**src/ufc_pkg.sv**
```systemverilog
// Constants for the UART flow and feature control block.
// Assumes a 32-bit APB slave port and one UART clock domain.
package ufc_pkg;

    // ************************************************************
    // Register byte offsets
    // ************************************************************
    localparam logic [7:0] OFS_FEATURE_CONTROL = 8'h00;
    localparam logic [7:0] OFS_ENHANCED_FEATURE = 8'h04;
    localparam logic [7:0] OFS_RESUME_FIRST = 8'h08;
    localparam logic [7:0] OFS_RESUME_SECOND = 8'h0C;
    localparam logic [7:0] OFS_STOP_FIRST = 8'h10;
    localparam logic [7:0] OFS_STOP_SECOND = 8'h14;
    localparam logic [7:0] OFS_TURN_DELAY = 8'h18;
    localparam logic [7:0] OFS_GATED_BITS = 8'h1C;
    localparam logic [7:0] OFS_STATUS = 8'h20;

    // ************************************************************
    // Field positions
    // ************************************************************
    localparam int FC_HYST_LSB = 0;
    localparam int FC_IR_INV = 4;
    localparam int FC_HDX_EN = 5;
    localparam int FC_TABLE_LSB = 6;
    localparam int EF_RX_LSB = 0;
    localparam int EF_TX_LSB = 2;
    localparam int EF_ENH_EN = 4;
    localparam int EF_SPECIAL_EN = 5;
    localparam int TD_DELAY_LSB = 4;
    localparam int ST_SPECIAL = 0;
    localparam int ST_STOP_RX = 1;
    localparam int ST_PAUSED = 2;
    localparam int ST_STOP_SENT = 3;
    localparam int ST_RTS = 4;

    // ************************************************************
    // Reset values and fixed codes
    // ************************************************************
    localparam logic [7:0] RST_BYTE = 8'h00;
    localparam logic [1:0] TABLE_D = 2'h3;
    localparam logic [1:0] SWF_NONE = 2'h0;
    localparam logic [1:0] SWF_SECOND = 2'h1;
    localparam logic [1:0] SWF_FIRST = 2'h2;
    localparam logic [1:0] SWF_BOTH = 2'h3;
    localparam logic [1:0] STOP_WAIT_CHARS = 2'h2;
    localparam logic [6:0] FIFO_DEPTH = 7'h40;

endpackage : ufc_pkg

```
**src/ufc_flow_ctrl.sv**
```systemverilog
// Feature control, software flow control and half-duplex direction
// control for one UART channel, with an APB register port.
// Assumes the transmitter, receiver and FIFOs sit outside and give
// bit and character ticks, FIFO levels and received characters.
//
// Notes on behaviour
// - Hysteresis used only with trigger table D
// - Hysteresis select clears to zero on reset
// - Codes 0-7 give 0,4,6,8,8,16,24,32
// - Infrared receive polarity bit inverts input
// - Half-duplex off: interrupt on holding empty
// - Half-duplex: direction low after last stop
// - Half-duplex: interrupt on shift register empty
// - Tables A-C use next trigger levels
// - Upper flow bits choose characters sent
// - Dual mode sends/matches two consecutive characters; receive pair match only with transmit mode 00 or 11
// - Lower flow bits choose receive matching
// - Stop characters two character times after trigger
// - Resume below lower level or trigger-hysteresis
// - Enhanced bits writable only while enabled
// - Enhanced bits clear to zero on reset
// - Special character match stored, flag set
// - Mode 01 special match not stored, both flags
// - Direction change waits programmed bit times
`timescale 1ns/100ps
module ufc_flow_ctrl (
    input wire logic core_clk_i,
    input wire logic rst_n_i,
    input wire logic psel_i,
    input wire logic penable_i,
    input wire logic pwrite_i,
    input wire logic [7:0] paddr_i,
    input wire logic [31:0] pwdata_i,
    output logic [31:0] prdata_o,
    output logic pready_o,
    output logic pslverr_o,
    input wire logic ir_rx_i,
    output logic ir_rx_o,
    input wire logic thr_empty_i,
    input wire logic tsr_empty_i,
    input wire logic tx_load_i,
    input wire logic bit_tick_i,
    input wire logic char_tick_i,
    input wire logic [6:0] rx_level_i,
    input wire logic [6:0] rx_trigger_i,
    input wire logic [6:0] rx_next_upper_i,
    input wire logic [6:0] rx_next_lower_i,
    input wire logic rx_valid_i,
    input wire logic [7:0] rx_char_i,
    output logic rx_store_o,
    output logic tx_int_o,
    output logic rts_out_o,
    output logic [6:0] flow_off_level_o,
    output logic [6:0] flow_on_level_o,
    output logic sw_char_valid_o,
    output logic [7:0] sw_char_o,
    input wire logic sw_char_ready_i,
    output logic tx_paused_o,
    output logic [10:0] enh_bits_o
);

    typedef enum logic [1:0] {SF_IDLE, SF_WAIT, SF_FIRST, SF_SECOND} ufc_sf_e;

    // ************************************************************
    // Functions
    // ************************************************************
    function automatic logic [5:0] hyst_decode(input logic [3:0] code);
        logic [5:0] h;
        h = 6'h00;
        unique case (code)
            4'h0: h = 6'h00;
            4'h1: h = 6'h04;
            4'h2: h = 6'h06;
            4'h3: h = 6'h08;
            4'h4: h = 6'h08;
            4'h5: h = 6'h10;
            4'h6: h = 6'h18;
            4'h7: h = 6'h20;
            4'h8: h = 6'h28;
            4'h9: h = 6'h2C;
            4'hA: h = 6'h30;
            4'hB: h = 6'h34;
            4'hC: h = 6'h0C;
            4'hD: h = 6'h14;
            4'hE: h = 6'h1C;
            4'hF: h = 6'h24;
        endcase
        return h;
    endfunction

    function automatic logic sel_match(input logic [1:0] sel, input logic [7:0] c,
                                       input logic [7:0] first, input logic [7:0] second);
        return (sel[1] && c == first) || (sel[0] && c == second);
    endfunction

    // ************************************************************
    // Registers
    // ************************************************************
    logic [7:0] fctrl_ff;
    logic [7:0] efeat_ff;
    logic [7:0] res1_ff;
    logic [7:0] res2_ff;
    logic [7:0] stop1_ff;
    logic [7:0] stop2_ff;
    logic [3:0] turn_delay_ff;
    logic [10:0] enh_ff;
    logic special_flag_ff;
    logic stop_flag_ff;
    logic paused_ff;
    logic stop_sent_ff;
    logic [31:0] prdata_ff;
    logic rts_ff;
    logic [4:0] turn_cnt_ff;
    logic tx_int_ff;
    logic ir_ff;
    logic rx_store_ff;
    logic pend_stop_ff;
    logic pend_res_ff;
    ufc_sf_e sf_state_ff;
    ufc_sf_e nxt_sf_state;
    logic [1:0] wait_cnt_ff;
    logic send_stop_ff;
    logic [7:0] sw_char_ff;

    // ************************************************************
    // APB decode
    // ************************************************************
    wire setup = psel_i && !penable_i;
    wire wr_en = psel_i && penable_i && pwrite_i;
    wire sel_fc = paddr_i == ufc_pkg::OFS_FEATURE_CONTROL;
    wire sel_ef = paddr_i == ufc_pkg::OFS_ENHANCED_FEATURE;
    wire sel_r1 = paddr_i == ufc_pkg::OFS_RESUME_FIRST;
    wire sel_r2 = paddr_i == ufc_pkg::OFS_RESUME_SECOND;
    wire sel_s1 = paddr_i == ufc_pkg::OFS_STOP_FIRST;
    wire sel_s2 = paddr_i == ufc_pkg::OFS_STOP_SECOND;
    wire sel_td = paddr_i == ufc_pkg::OFS_TURN_DELAY;
    wire sel_gb = paddr_i == ufc_pkg::OFS_GATED_BITS;
    wire sel_st = paddr_i == ufc_pkg::OFS_STATUS;
    wire mapped = sel_fc | sel_ef | sel_r1 | sel_r2 | sel_s1 | sel_s2 | sel_td
                  | sel_gb | sel_st;
    wire [7:0] wbyte = pwdata_i[7:0];
    wire [7:0] status = {3'h0, rts_ff, stop_sent_ff, paused_ff, stop_flag_ff,
                         special_flag_ff};
    wire [7:0] rd_mux = sel_fc ? fctrl_ff :
                        sel_ef ? efeat_ff :
                        sel_r1 ? res1_ff :
                        sel_r2 ? res2_ff :
                        sel_s1 ? stop1_ff :
                        sel_s2 ? stop2_ff :
                        sel_gb ? enh_ff[7:0] :
                        sel_st ? status : 8'h00;
    // Turn delay is write-only and reads back as zero
    wire [31:0] rd_word = {21'h0, sel_gb ? enh_ff[10:8] : 3'h0, rd_mux};

    assign pready_o = 1'b1;
    assign pslverr_o = psel_i && penable_i && !mapped;
    assign prdata_o = prdata_ff;

    // ************************************************************
    // Field views
    // ************************************************************
    wire [3:0] hyst_sel = fctrl_ff[ufc_pkg::FC_HYST_LSB +: 4];
    wire hdx_en = fctrl_ff[ufc_pkg::FC_HDX_EN];
    wire table_d = fctrl_ff[ufc_pkg::FC_TABLE_LSB +: 2] == ufc_pkg::TABLE_D;
    wire [1:0] rx_mode = efeat_ff[ufc_pkg::EF_RX_LSB +: 2];
    wire [1:0] tx_mode = efeat_ff[ufc_pkg::EF_TX_LSB +: 2];
    wire enh_en = efeat_ff[ufc_pkg::EF_ENH_EN];
    wire special_en = efeat_ff[ufc_pkg::EF_SPECIAL_EN];

    // ************************************************************
    // Flow-control thresholds
    // ************************************************************
    wire [6:0] hyst = {1'b0, hyst_decode(hyst_sel)};
    wire [7:0] up_sum = {1'b0, rx_trigger_i} + {1'b0, hyst};
    wire [6:0] up_d = up_sum > {1'b0, ufc_pkg::FIFO_DEPTH} ? ufc_pkg::FIFO_DEPTH
                                                           : up_sum[6:0];
    wire [6:0] low_d = rx_trigger_i > hyst ? rx_trigger_i - hyst : 7'h00;
    assign flow_off_level_o = table_d ? up_d : rx_next_upper_i;
    assign flow_on_level_o = table_d ? low_d : rx_next_lower_i;

    // ************************************************************
    // Receive matching
    // ************************************************************
    wire seq_mode = rx_mode == ufc_pkg::SWF_BOTH
                    && (tx_mode == ufc_pkg::SWF_NONE || tx_mode == ufc_pkg::SWF_BOTH);
    wire [1:0] cmp_sel = rx_mode;
    wire single_stop = !seq_mode && sel_match(cmp_sel, rx_char_i, stop1_ff, stop2_ff);
    wire single_res = !seq_mode && sel_match(cmp_sel, rx_char_i, res1_ff, res2_ff);
    wire seq_stop = seq_mode && pend_stop_ff && rx_char_i == stop2_ff;
    wire seq_res = seq_mode && pend_res_ff && rx_char_i == res2_ff;
    wire got_stop = rx_valid_i && (single_stop || seq_stop);
    wire got_res = rx_valid_i && (single_res || seq_res);
    wire got_special = rx_valid_i && special_en && rx_char_i == stop2_ff;
    // Matched flow characters are consumed; a special match alone is kept
    wire keep = !(got_stop || got_res);

    // ************************************************************
    // Stop/resume transmit sequencer
    // ************************************************************
    wire tx_flow_on = tx_mode != ufc_pkg::SWF_NONE;
    wire want_stop = tx_flow_on && !stop_sent_ff && rx_level_i >= rx_trigger_i;
    wire want_res = tx_flow_on && stop_sent_ff && rx_level_i < flow_on_level_o;
    wire wait_done = char_tick_i && wait_cnt_ff == ufc_pkg::STOP_WAIT_CHARS - 2'h1;
    wire [7:0] char_a = send_stop_ff ? stop1_ff : res1_ff;
    wire [7:0] char_b = send_stop_ff ? stop2_ff : res2_ff;
    wire xfer = sw_char_valid_o && sw_char_ready_i;
    wire seq_end = xfer && (sf_state_ff == SF_SECOND || tx_mode == ufc_pkg::SWF_FIRST);

    always_comb begin
        nxt_sf_state = sf_state_ff;
        unique case (sf_state_ff)
            SF_IDLE: begin
                if (want_stop) begin
                    nxt_sf_state = SF_WAIT;
                end else if (want_res) begin
                    nxt_sf_state = tx_mode[1] ? SF_FIRST : SF_SECOND;
                end
            end
            SF_WAIT: begin
                if (!want_stop) begin
                    nxt_sf_state = SF_IDLE;
                end else if (wait_done) begin
                    nxt_sf_state = tx_mode[1] ? SF_FIRST : SF_SECOND;
                end
            end
            SF_FIRST: begin
                if (xfer) begin
                    nxt_sf_state = tx_mode[0] ? SF_SECOND : SF_IDLE;
                end
            end
            SF_SECOND: begin
                if (xfer) begin
                    nxt_sf_state = SF_IDLE;
                end
            end
        endcase
        if (!tx_flow_on) begin
            nxt_sf_state = SF_IDLE;
        end
    end

    assign sw_char_valid_o = sf_state_ff == SF_FIRST || sf_state_ff == SF_SECOND;
    assign sw_char_o = sw_char_ff;

    // ************************************************************
    // Half-duplex direction and transmit interrupt
    // ************************************************************
    wire tx_idle = thr_empty_i && tsr_empty_i;
    wire turn_done = turn_cnt_ff >= {1'b0, turn_delay_ff};
    assign rts_out_o = rts_ff;
    assign tx_int_o = tx_int_ff;
    assign ir_rx_o = ir_ff;
    assign rx_store_o = rx_store_ff;
    assign tx_paused_o = paused_ff;
    assign enh_bits_o = enh_ff;

    // ************************************************************
    // Clocked logic
    // ************************************************************
    always_ff @(posedge core_clk_i) begin
        if (!rst_n_i) begin
            fctrl_ff <= ufc_pkg::RST_BYTE;
            efeat_ff <= ufc_pkg::RST_BYTE;
            res1_ff <= ufc_pkg::RST_BYTE;
            res2_ff <= ufc_pkg::RST_BYTE;
            stop1_ff <= ufc_pkg::RST_BYTE;
            stop2_ff <= ufc_pkg::RST_BYTE;
            turn_delay_ff <= 4'h0;
            enh_ff <= 11'h000;
            prdata_ff <= 32'h0000_0000;
        end else begin
            if (setup) begin
                prdata_ff <= pwrite_i ? 32'h0000_0000 : rd_word;
            end
            if (wr_en && sel_fc) fctrl_ff <= wbyte;
            if (wr_en && sel_ef) efeat_ff <= wbyte;
            if (wr_en && sel_r1) res1_ff <= wbyte;
            if (wr_en && sel_r2) res2_ff <= wbyte;
            if (wr_en && sel_s1) stop1_ff <= wbyte;
            if (wr_en && sel_s2) stop2_ff <= wbyte;
            if (wr_en && sel_td) turn_delay_ff <= wbyte[ufc_pkg::TD_DELAY_LSB +: 4];
            if (wr_en && sel_gb && enh_en) enh_ff <= pwdata_i[10:0];
        end
    end

    // Status flags: a hardware set wins over a write-one clear
    wire clr_st = wr_en && sel_st;
    always_ff @(posedge core_clk_i) begin
        if (!rst_n_i) begin
            special_flag_ff <= 1'b0;
            stop_flag_ff <= 1'b0;
            paused_ff <= 1'b0;
            pend_stop_ff <= 1'b0;
            pend_res_ff <= 1'b0;
            rx_store_ff <= 1'b0;
        end else begin
            special_flag_ff <= got_special
                               || (special_flag_ff && !(clr_st && pwdata_i[ufc_pkg::ST_SPECIAL]));
            stop_flag_ff <= got_stop
                            || (stop_flag_ff && !(clr_st && pwdata_i[ufc_pkg::ST_STOP_RX]));
            if (got_stop) begin
                paused_ff <= 1'b1;
            end else if (got_res || rx_mode == ufc_pkg::SWF_NONE) begin
                paused_ff <= 1'b0;
            end
            if (rx_valid_i) begin
                pend_stop_ff <= rx_char_i == stop1_ff;
                pend_res_ff <= rx_char_i == res1_ff;
            end
            rx_store_ff <= rx_valid_i && keep;
        end
    end

    always_ff @(posedge core_clk_i) begin
        if (!rst_n_i) begin
            sf_state_ff <= SF_IDLE;
            wait_cnt_ff <= 2'h0;
            send_stop_ff <= 1'b0;
            stop_sent_ff <= 1'b0;
            sw_char_ff <= 8'h00;
        end else begin
            sf_state_ff <= nxt_sf_state;
            if (sf_state_ff != SF_WAIT) begin
                wait_cnt_ff <= 2'h0;
            end else if (char_tick_i) begin
                wait_cnt_ff <= wait_cnt_ff + 2'h1;
            end
            if (sf_state_ff == SF_IDLE) begin
                send_stop_ff <= want_stop;
            end
            if (nxt_sf_state == SF_FIRST) begin
                sw_char_ff <= char_a;
            end else if (nxt_sf_state == SF_SECOND) begin
                sw_char_ff <= char_b;
            end
            if (!tx_flow_on) begin
                stop_sent_ff <= 1'b0;
            end else if (seq_end) begin
                stop_sent_ff <= send_stop_ff;
            end
        end
    end

    // Direction line idles high (transmitter side) until half-duplex is enabled
    always_ff @(posedge core_clk_i) begin
        if (!rst_n_i) begin
            rts_ff <= 1'b1;
            turn_cnt_ff <= 5'h00;
            tx_int_ff <= 1'b0;
            ir_ff <= 1'b0;
        end else begin
            ir_ff <= ir_rx_i ^ fctrl_ff[ufc_pkg::FC_IR_INV];
            tx_int_ff <= hdx_en ? tsr_empty_i : thr_empty_i;
            if (!hdx_en || tx_load_i || !tx_idle) begin
                turn_cnt_ff <= 5'h00;
            end else if (bit_tick_i && !turn_done) begin
                turn_cnt_ff <= turn_cnt_ff + 5'h01;
            end
            if (!hdx_en || tx_load_i) begin
                rts_ff <= 1'b1;
            end else if (tx_idle && turn_done && rts_ff) begin
                rts_ff <= 1'b0;
            end
        end
    end

    // ************************************************************
    // Assertions
    // ************************************************************
    AST_HYST_TABLE_D: assert property (@(posedge core_clk_i) disable iff (!rst_n_i)
        !table_d |-> flow_off_level_o == rx_next_upper_i)
        else $error("Hysteresis applied outside table D");
    AST_RESET_CLEAR: assert property (@(posedge core_clk_i)
        !rst_n_i |=> fctrl_ff == 8'h00 && efeat_ff == 8'h00)
        else $error("Control not cleared by reset");
    AST_HYST_DECODE: assert property (@(posedge core_clk_i) disable iff (!rst_n_i)
        table_d && hyst_sel == 4'h5 && rx_trigger_i >= 7'h10
        |-> rx_trigger_i - flow_on_level_o == 7'h10)
        else $error("Hysteresis code 5 not 16");
    AST_HYST_HIGH: assert property (@(posedge core_clk_i) disable iff (!rst_n_i)
        table_d && hyst_sel == 4'hC && rx_trigger_i >= 7'h0C
        |-> rx_trigger_i - flow_on_level_o == 7'h0C)
        else $error("Hysteresis code 12 not 12");
    AST_IR_POLARITY: assert property (@(posedge core_clk_i) disable iff (!rst_n_i)
        rst_n_i |=> ir_rx_o == ($past(ir_rx_i) ^ $past(fctrl_ff[ufc_pkg::FC_IR_INV])))
        else $error("Infrared polarity wrong");
    AST_TX_INT_SRC: assert property (@(posedge core_clk_i) disable iff (!rst_n_i)
        rst_n_i && !hdx_en && thr_empty_i |=> tx_int_o)
        else $error("Transmit interrupt missed on holding empty");
    AST_TX_INT_HDX: assert property (@(posedge core_clk_i) disable iff (!rst_n_i)
        hdx_en && !tsr_empty_i |=> !tx_int_o)
        else $error("Transmit interrupt before shift empty");
    AST_RTS_LOAD: assert property (@(posedge core_clk_i) disable iff (!rst_n_i)
        tx_load_i |=> rts_out_o)
        else $error("Direction not raised on load");
    AST_RTS_DELAY: assert property (@(posedge core_clk_i) disable iff (!rst_n_i)
        $fell(rts_out_o) |-> $past(turn_cnt_ff) >= {1'b0, turn_delay_ff})
        else $error("Direction dropped before delay");
    AST_GATE: assert property (@(posedge core_clk_i) disable iff (!rst_n_i)
        !enh_en |=> $stable(enh_bits_o))
        else $error("Enhanced bits changed while locked");
    AST_STOP_WAIT: assert property (@(posedge core_clk_i) disable iff (!rst_n_i)
        sf_state_ff == SF_IDLE && want_stop |=> !sw_char_valid_o [*2])
        else $error("Stop character sent without wait");
    AST_SPECIAL: assert property (@(posedge core_clk_i) disable iff (!rst_n_i)
        got_special |=> special_flag_ff)
        else $error("Special character flag not set");
    AST_MODE01: assert property (@(posedge core_clk_i) disable iff (!rst_n_i)
        rx_valid_i && rx_mode == ufc_pkg::SWF_SECOND && rx_char_i == stop2_ff
        |=> !rx_store_o && stop_flag_ff)
        else $error("Matched second stop stored");

endmodule // ufc_flow_ctrl

```
**config.mk**
```make
export PLATFORM = sky130hd
export DESIGN_NAME = ufc_flow_ctrl
export DESIGN_NICKNAME = d
export VERILOG_FILES = /design/src/ufc_pkg.sv /design/src/ufc_flow_ctrl.sv
export SDC_FILE = /design/constraint.sdc
export NUM_CORES = 1
export LEC_CHECK = 0
export ABC_AREA = 0
export BUFFER_PORTS_ARGS = -buffer_cell sky130_fd_sc_hd__buf_4
export CAP_MARGIN = 20
export CORE_MARGIN = 1
export CORE_UTILIZATION = 55
export CTS_BUF_LIST = sky130_fd_sc_hd__clkbuf_4 sky130_fd_sc_hd__clkbuf_8
export DETAILED_ROUTE_END_ITERATION = 8
export GPL_TIMING_DRIVEN = 0
export PLACE_DENSITY = 0.82
export SLEW_MARGIN = 30
export SYNTH_ARGS = -nofsm -noshare
export SYNTH_HDL_FRONTEND = slang
export SYNTH_SLANG_ARGS = --single-unit
```
**constraint.sdc**
```tcl
create_clock -name core_clk_i -period 8.4 [get_ports core_clk_i]
set_clock_uncertainty 0.1 [all_clocks]
set_input_delay 0 -clock core_clk_i [delete_from_list [all_inputs] [get_ports core_clk_i]]
set_output_delay 0 -clock core_clk_i [all_outputs]
set_load 0.01 [all_outputs]
```
# [Word level (Yosys, flattened, before mapping)]
# Memory sizes are Yosys's and may differ from the RTL's. A register that Yosys moved wholly into a read port is not among the register bits.
# Index checks and enable logic that the tools add are counted.
[word_totals] regBits=123 elab_cells=179 memories=1 mem_bits_rw=0 mem_bits_ro=80 input_bits=89 latch_bits=0
[op_classes] bitwise=10 n_div=0 reduce_logical=79 eq_ne=23 n_mux=33 shift=0 mul=0 order_cmp=5 n_addsub=4
[memory_table] name="(name not given)" depth=16 word_bits=5 read_ports=1 rd_clocked_by_memory_dff=1 wr=0 line_no="ufc_flow_ctrl.sv:70" text="unique case (code)"
[ops] operator="8-bit 2-to-1 mux" n=11
[ops] operator="1-bit logical AND" n=45
[ops] operator="8-bit by 5-bit equality test with 1-bit output (second input constant)" n=4
[ops] operator="8-bit equality test" n=4
[ops] operator="7-bit 2-to-1 mux" n=4
[ops] operator="2-bit equality test (second input constant)" n=8
[ops] operator="8-bit by 4-bit equality test with 1-bit output (second input constant)" n=2
[ops] operator="2-bit 2-to-1 mux" n=8
[ops] operator="1-bit logical OR" n=13
[ops] operator="11-bit 2-to-1 mux" n=1
[ops] operator="1-bit zero test" n=10
[ops] operator="7-bit by 6-bit adder with 8-bit output" n=1
[ops] operator="8-bit by 3-bit equality test with 1-bit output (second input constant)" n=1
[ops] operator="8-bit by 6-bit equality test with 1-bit output (second input constant)" n=1
[ops] operator="8-bit by 7-bit greater-than comparator with 1-bit output (second input constant)" n=1
[ops] operator="8-bit zero test" n=1
[ops] operator="4-bit 2-to-1 mux" n=2
[ops] operator="1-bit bitwise OR" n=8
[ops] operator="2-bit one-hot mux with 4 select lines" n=1
[ops] operator="7-bit greater-or-equal comparator" n=1
[ops] operator="7-bit by 6-bit greater-than comparator with 1-bit output" n=1
[ops] operator="7-bit less-than comparator" n=1
[ops] operator="7-bit by 6-bit subtractor with 7-bit output" n=1
[ops] operator="2-bit zero test" n=3
[ops] operator="other kinds (13)" n=21

# [Depth between registers and ports, before layout]
[depth] ltp_word=12 ltp_mapped=18

# [Worst setup path after synthesis]
# OpenSTA, ideal clock, no wires.
[synth_path] path_kind="reg-to-reg" startpoint="register hyst[3] (netlist name)" endpoint="register sw_char_ff[6], in the netlist sw_char_o[6]" path_slack_ps=5023 arrival_time_ps=3160 required_time_ps=8183 period_less_slack_ps=3377 path_stages_with_launch=18 path_cell_list="dfxtp_1 > inv_1 > ha_1 > buf_2 > inv_1 > o21bai_1 > a21o_1 > a21oi_1 > xnor2_1 > o21a_1 > ha_1 > o21ai_0 > o211ai_1 > o21ai_0 > o21ai_1 > nand2_1 > a211o_1 > a32o_1"
[synth_via] elab_chain_cells=11
[synth_rtl] item="7-bit by 6-bit subtractor with 7-bit output / 7-bit by 6-bit greater-than comparator with 1-bit output (equally long branches)" line_no="ufc_flow_ctrl.sv:177" text="wire [6:0] low_d = rx_trigger_i > hyst ? rx_trigger_i - hyst : 7'h00;"
[synth_rtl] item="7-bit 2-to-1 mux (*)" line_no="ufc_flow_ctrl.sv:177"
[synth_rtl] item="7-bit 2-to-1 mux (*)" line_no="ufc_flow_ctrl.sv:179" text="assign flow_on_level_o = table_d ? low_d : rx_next_lower_i;"
[synth_rtl] item="7-bit less-than comparator (*)" line_no="ufc_flow_ctrl.sv:202" text="wire want_res = tx_flow_on && stop_sent_ff && rx_level_i < flow_on_level_o;"
[synth_rtl] item="1-bit logical AND (*)" line_no="ufc_flow_ctrl.sv:202"
[synth_rtl] item="2-bit 2-to-1 mux (*)" line_no="ufc_flow_ctrl.sv:215" text="end else if (want_res) begin"
[synth_rtl] item="2-bit 2-to-1 mux (*)" line_no="ufc_flow_ctrl.sv:213" text="if (want_stop) begin"
[synth_rtl] item="2-bit one-hot mux with 4 select lines (*)" line_no="ufc_flow_ctrl.sv:211" text="unique case (sf_state_ff)"
[synth_rtl] item="2-bit 2-to-1 mux (*)" line_no="ufc_flow_ctrl.sv:237" text="if (!tx_flow_on) begin"
[synth_rtl] item="2-bit equality test, on equally long branches" line_no="ufc_flow_ctrl.sv:331, ufc_flow_ctrl.sv:333"
[synth_rtl] item="8-bit 2-to-1 mux / 2-bit nonzero test (equally long branches)"
[synth_rtl] item="end signal, assigned" line_no="ufc_flow_ctrl.sv:332" text="sw_char_ff <= char_a;"
[synth_rtl] item="end signal, assigned" line_no="ufc_flow_ctrl.sv:334" text="sw_char_ff <= char_b;"
[synth_rtl] item="end, declared" line_no="ufc_flow_ctrl.sv:123" text="logic [7:0] sw_char_ff;"
# Mark *: on every way between the ends. The rest lies on a longest branch, timed or not.
# A chain may end at the register's enable or synchronous reset.

# [Worst setup path after layout]
[layout_path] startpoint="register hyst[1] (netlist name)" endpoint="register sw_char_ff[6], in the netlist sw_char_o[6]"
[layout_via] elab_chain_cells=11
[layout_rtl] item="7-bit by 6-bit subtractor with 7-bit output / 7-bit by 6-bit greater-than comparator with 1-bit output (equally long branches)" line_no="ufc_flow_ctrl.sv:177"
[layout_rtl] item="7-bit 2-to-1 mux (*)" line_no="ufc_flow_ctrl.sv:177"
[layout_rtl] item="7-bit 2-to-1 mux (*)" line_no="ufc_flow_ctrl.sv:179"
[layout_rtl] item="7-bit less-than comparator (*)" line_no="ufc_flow_ctrl.sv:202"
[layout_rtl] item="1-bit logical AND (*)" line_no="ufc_flow_ctrl.sv:202"
[layout_rtl] item="2-bit 2-to-1 mux (*)" line_no="ufc_flow_ctrl.sv:215"
[layout_rtl] item="2-bit 2-to-1 mux (*)" line_no="ufc_flow_ctrl.sv:213"
[layout_rtl] item="2-bit one-hot mux with 4 select lines (*)" line_no="ufc_flow_ctrl.sv:211"
[layout_rtl] item="2-bit 2-to-1 mux (*)" line_no="ufc_flow_ctrl.sv:237"
[layout_rtl] item="2-bit equality test, on equally long branches" line_no="ufc_flow_ctrl.sv:331, ufc_flow_ctrl.sv:333"
[layout_rtl] item="8-bit 2-to-1 mux / 2-bit nonzero test (equally long branches)"
# Marked as above.

==> flow_metrics.tcl <==
set metrics [dict create \
    pre_cts_ws_ns 4.38 \
    cts_made_buffers 9 \
    crit_fanout 9 \
    fillerInstances 961 \
    routed_wl_um 20000 \
    vias 6358 \
    grt_usage_pct 32.6 \
    arrival_ns 4.27 \
    n_antenna_cell 0 \
    whs_endpoint "enh_bits_o[6]" \
    cts.htree.levels 3 \
    start_util_pct 56.7 \
    p_per_area_nw_per_um2 128 \
    wl_met2_um 9160 \
    insertion_delay_ns 0.39 \
    ys.flop_type "dfxtp_1" \
    status "completed" \
    grt_pass1_vias 5856 \
    reg2reg_slack_ns 4.32 \
    slew_headroom_pct 40.6 \
    post-cts-setup-buffers 0 \
    cts_resized 0 \
    worst_setup_path_end_kind "flop" \
    dp_hpwl_um 15000 \
    die-area_um2 12300 \
    whs_path_depth 3 \
    drc 0 \
    drive_gt1_share_pct 19.2 \
    final_net_count 1057 \
    antenna_found_initial 0 \
    seq_area_um2 2140 \
    hold_viol 0 \
    vdd_drop_max_mv 0.115 \
    dpl_cell_area_um2 7520 \
    grt_max_degree 19 \
    grt-ovfl-total 0 \
    ant_nets 0 \
    synth_warnings 0 \
    design_area_um2 8050 \
    syn-cell-area_um2 6500 \
    ff2ff_path_depth 16 \
    hp-class "primary input to flop" \
    wl_met3_um 1860 \
    die_x_um 111 \
    route.layer.met1.wl_um 8320 \
    worst_slew_pin_slew_ns 0.883 \
    critical_path_required_ns 8.59 \
    synth_top_area_cell "dfxtp_1" \
    regToRegStartpoint "hyst[1]" \
    hold_buffers 28 \
    setup-tns-final_ns 0 \
    multiInputGateArea_um2 3880 \
    syn_avg_cell_area_um2 8.41 \
    ys_seq_area_share_pct 33.0 \
    synth_edf_count 0 \
    clkTransAtPathRegs_ns 0.11 \
    power_leakage_nw 3.23 \
    port_buffers 102 \
    start_kind "flop" \
    io_pins 162 \
    period_needed_ns 4.08 \
    reg2reg_to "sw_char_o[6]" \
    hp-start "pwdata_i[6]" \
    die_h_um 111 \
    critPathLaunch "hyst[1]" \
    synth_top_area_share_pct 33.0 \
    core-area_um2 11500 \
    fmax_ghz 0.245 \
    layout_setup_ws_ns 4.32 \
    synthArstFlopShare_pct 0 \
    firstDrtPassIters 7 \
    clock_sinks 107 \
    dr.max_layer_used "met4" \
    maxCapViolations 0 \
    globalplace.congestion 0.986 \
    clock-root-buffer "clkbuf_8" \
    synth.area.top_cells "dfxtp_1, ha_1, nand2_1" \
    setup_violations 0 \
    cts_tree "done" \
    grt_pass1_wl_um 31300 \
    wire_per_inst_um 18.5 \
    whs_ns 0.0192 \
    finalMaxSlewViolations 0 \
    syn_inst 773 \
    period_share_pct 48.6 \
    postLayoutCoreUtil_pct 70.2 \
    area_delta_synth_final_pct 23.8 \
    ys_types 68 \
    fp-row-count 39 \
    ys_ff_latch 107 \
    rsz0062_at_grt "no" \
    cpPeakStageDelay_ns 0.40 \
    worstPathCellList "ha_1 -> inv_1 -> fa_1 -> nand4_1 -> o211ai_1 -> o311a_1 -> inv_1 -> o21a_1 -> ha_1 -> o21ai_0 -> o211ai_1 -> o21ai_0 -> o21ai_1 -> nand2_1 -> a211o_1 -> a32o_1" \
    clock_tree.buffer_depth 2 \
    cp_slowest_cell "a211o_1" \
    drtIter0Drc 657 \
    path_class "flop to flop" \
    viasPerCell 5.88 \
]
-- area by class of cell --
cell class                 count  area share, %
timing repair buffer         130           13.0
tap                          143           2.22
sequential                   107           26.6
clock buffer                   9           1.54
clock inverter                 7           1.54
multi-input combinational    572           48.2
buffer                        72           4.91
inverter                      42           1.96
-- flip-flops by register name, indices dropped and copies added, names as in the netlist, 2 cells and up --
register,cells
enh_bits_o,11
turn_cnt_ff,5
stop1_ff,8
hyst,5
fctrl_ff,8
res2_ff,8
sf_state_ff,2
turn_delay_ff,4
sw_char_o,8
res1_ff,8
prdata_o,11
efeat_ff,8
wait_cnt_ff,2
stop2_ff,8
-- routing by layer --
layer  track usage, %  up-vias
met5                0        -
met4             12.2        0
met3             5.19       44
met2             52.8      344
met1             43.7     2963
li1                 -     3007
-- power by group --
group / leakage, nW / switching [W] / internal [W] / total [W]
clock network: 0.120 / 0.000190 / 0.000201 / 0.000390
registers: 0.862 / 0.000000322 / 0.000508 / 0.000508
logic: 2.25 / 0.0000751 / 0.0000602 / 0.000135
-- synthesized netlist by cell type (3+ instances only) --
library cell,number
dfxtp_1,107
nand2_1,91
a21oi_1,66
nor2_1,61
nand3_1,52
inv_1,40
xnor2_1,38
clkbuf_1,32
ha_1,32
mux2i_1,28
buf_4,26
a22oi_1,19
a22o_1,13
o21ai_0,13
nand4_1,11
a211oi_1,8
a32o_1,7
buf_2,7
mux4_2,7
nand2b_1,7
and3_1,6
xor2_1,6
a21o_1,5
buf_1,5
nor3_1,5
o211ai_1,5
a222oi_1,4
a31oi_1,4
a32oi_1,4
nor2b_1,4
nor4_4,4
nor2_4,3
nor4_2,3
o21a_1,3
o21ai_1,3
o21bai_1,3
or3_1,3
-- worst max-delay path by stage --
stage | slack, ns | end | cells after the start
global placement | 4.41 | sw_char_o[6] | 16
detailed placement | 4.38 | sw_char_o[6] | 17
global route | 4.03 | sw_char_o[6] | 16
finish | 4.32 | sw_char_o[6] | 16
floorplan | 5.02 | sw_char_o[6] | 17
CTS | 4.35 | sw_char_o[6] | 17
-- cells in the final DEF (no fill, tap or decap), types with 8 or more instances in the layout --
master	synthesis	layout
dlygate4sd3_1	0	28
clkbuf_8	0	9
nand4_1	11	11
inv_1	40	40
nor2_1	61	61
conb_1	2	22
buf_4	26	128
nand2_1	91	91
mux2i_1	28	28
clkbuf_1	32	32
ha_1	32	32
a22oi_1	19	19
dfxtp_1	107	107
nand3_1	52	52
o21ai_0	13	13
a21oi_1	66	66
a211oi_1	8	8
a22o_1	13	13
xnor2_1	38	38
-- critical path, delay by kind of cell (launching register included) --
family                     cells  cell delay [ns]
DFF                            1             0.34
AOI/OAI and AO/OA              9             2.15
and+or+nand+nor                2             0.50
adders and majority gates      3             0.72
buffers and inverters          2             0.16
-- cells by family (layout without fill, tap and decap cells) --
logic type	count (synthesis)	count (layout)	synth area share, %
AOI/OAI and AO/OA	173	173	18.4
xor gates and xnor gates	44	44	5.93
adders and majority gates	34	34	6.78
buffers and inverters	114	260	8.51
DFF	107	107	33.0
muxes	36	36	6.91
other	2	22	0.116
and+or+nand+nor	263	263	20.4
-- through the flow --
step / std cells / power (W)
CTS: 1082 / 0.00103
global route: 1082 / 0.00107
detailed placement: 1038 / 0.000644
global placement: 1038 / 0.000643
floorplan: 793 / 0.000592
finish: 1082 / 0.00103
Power figures use the tool's default switching activity.
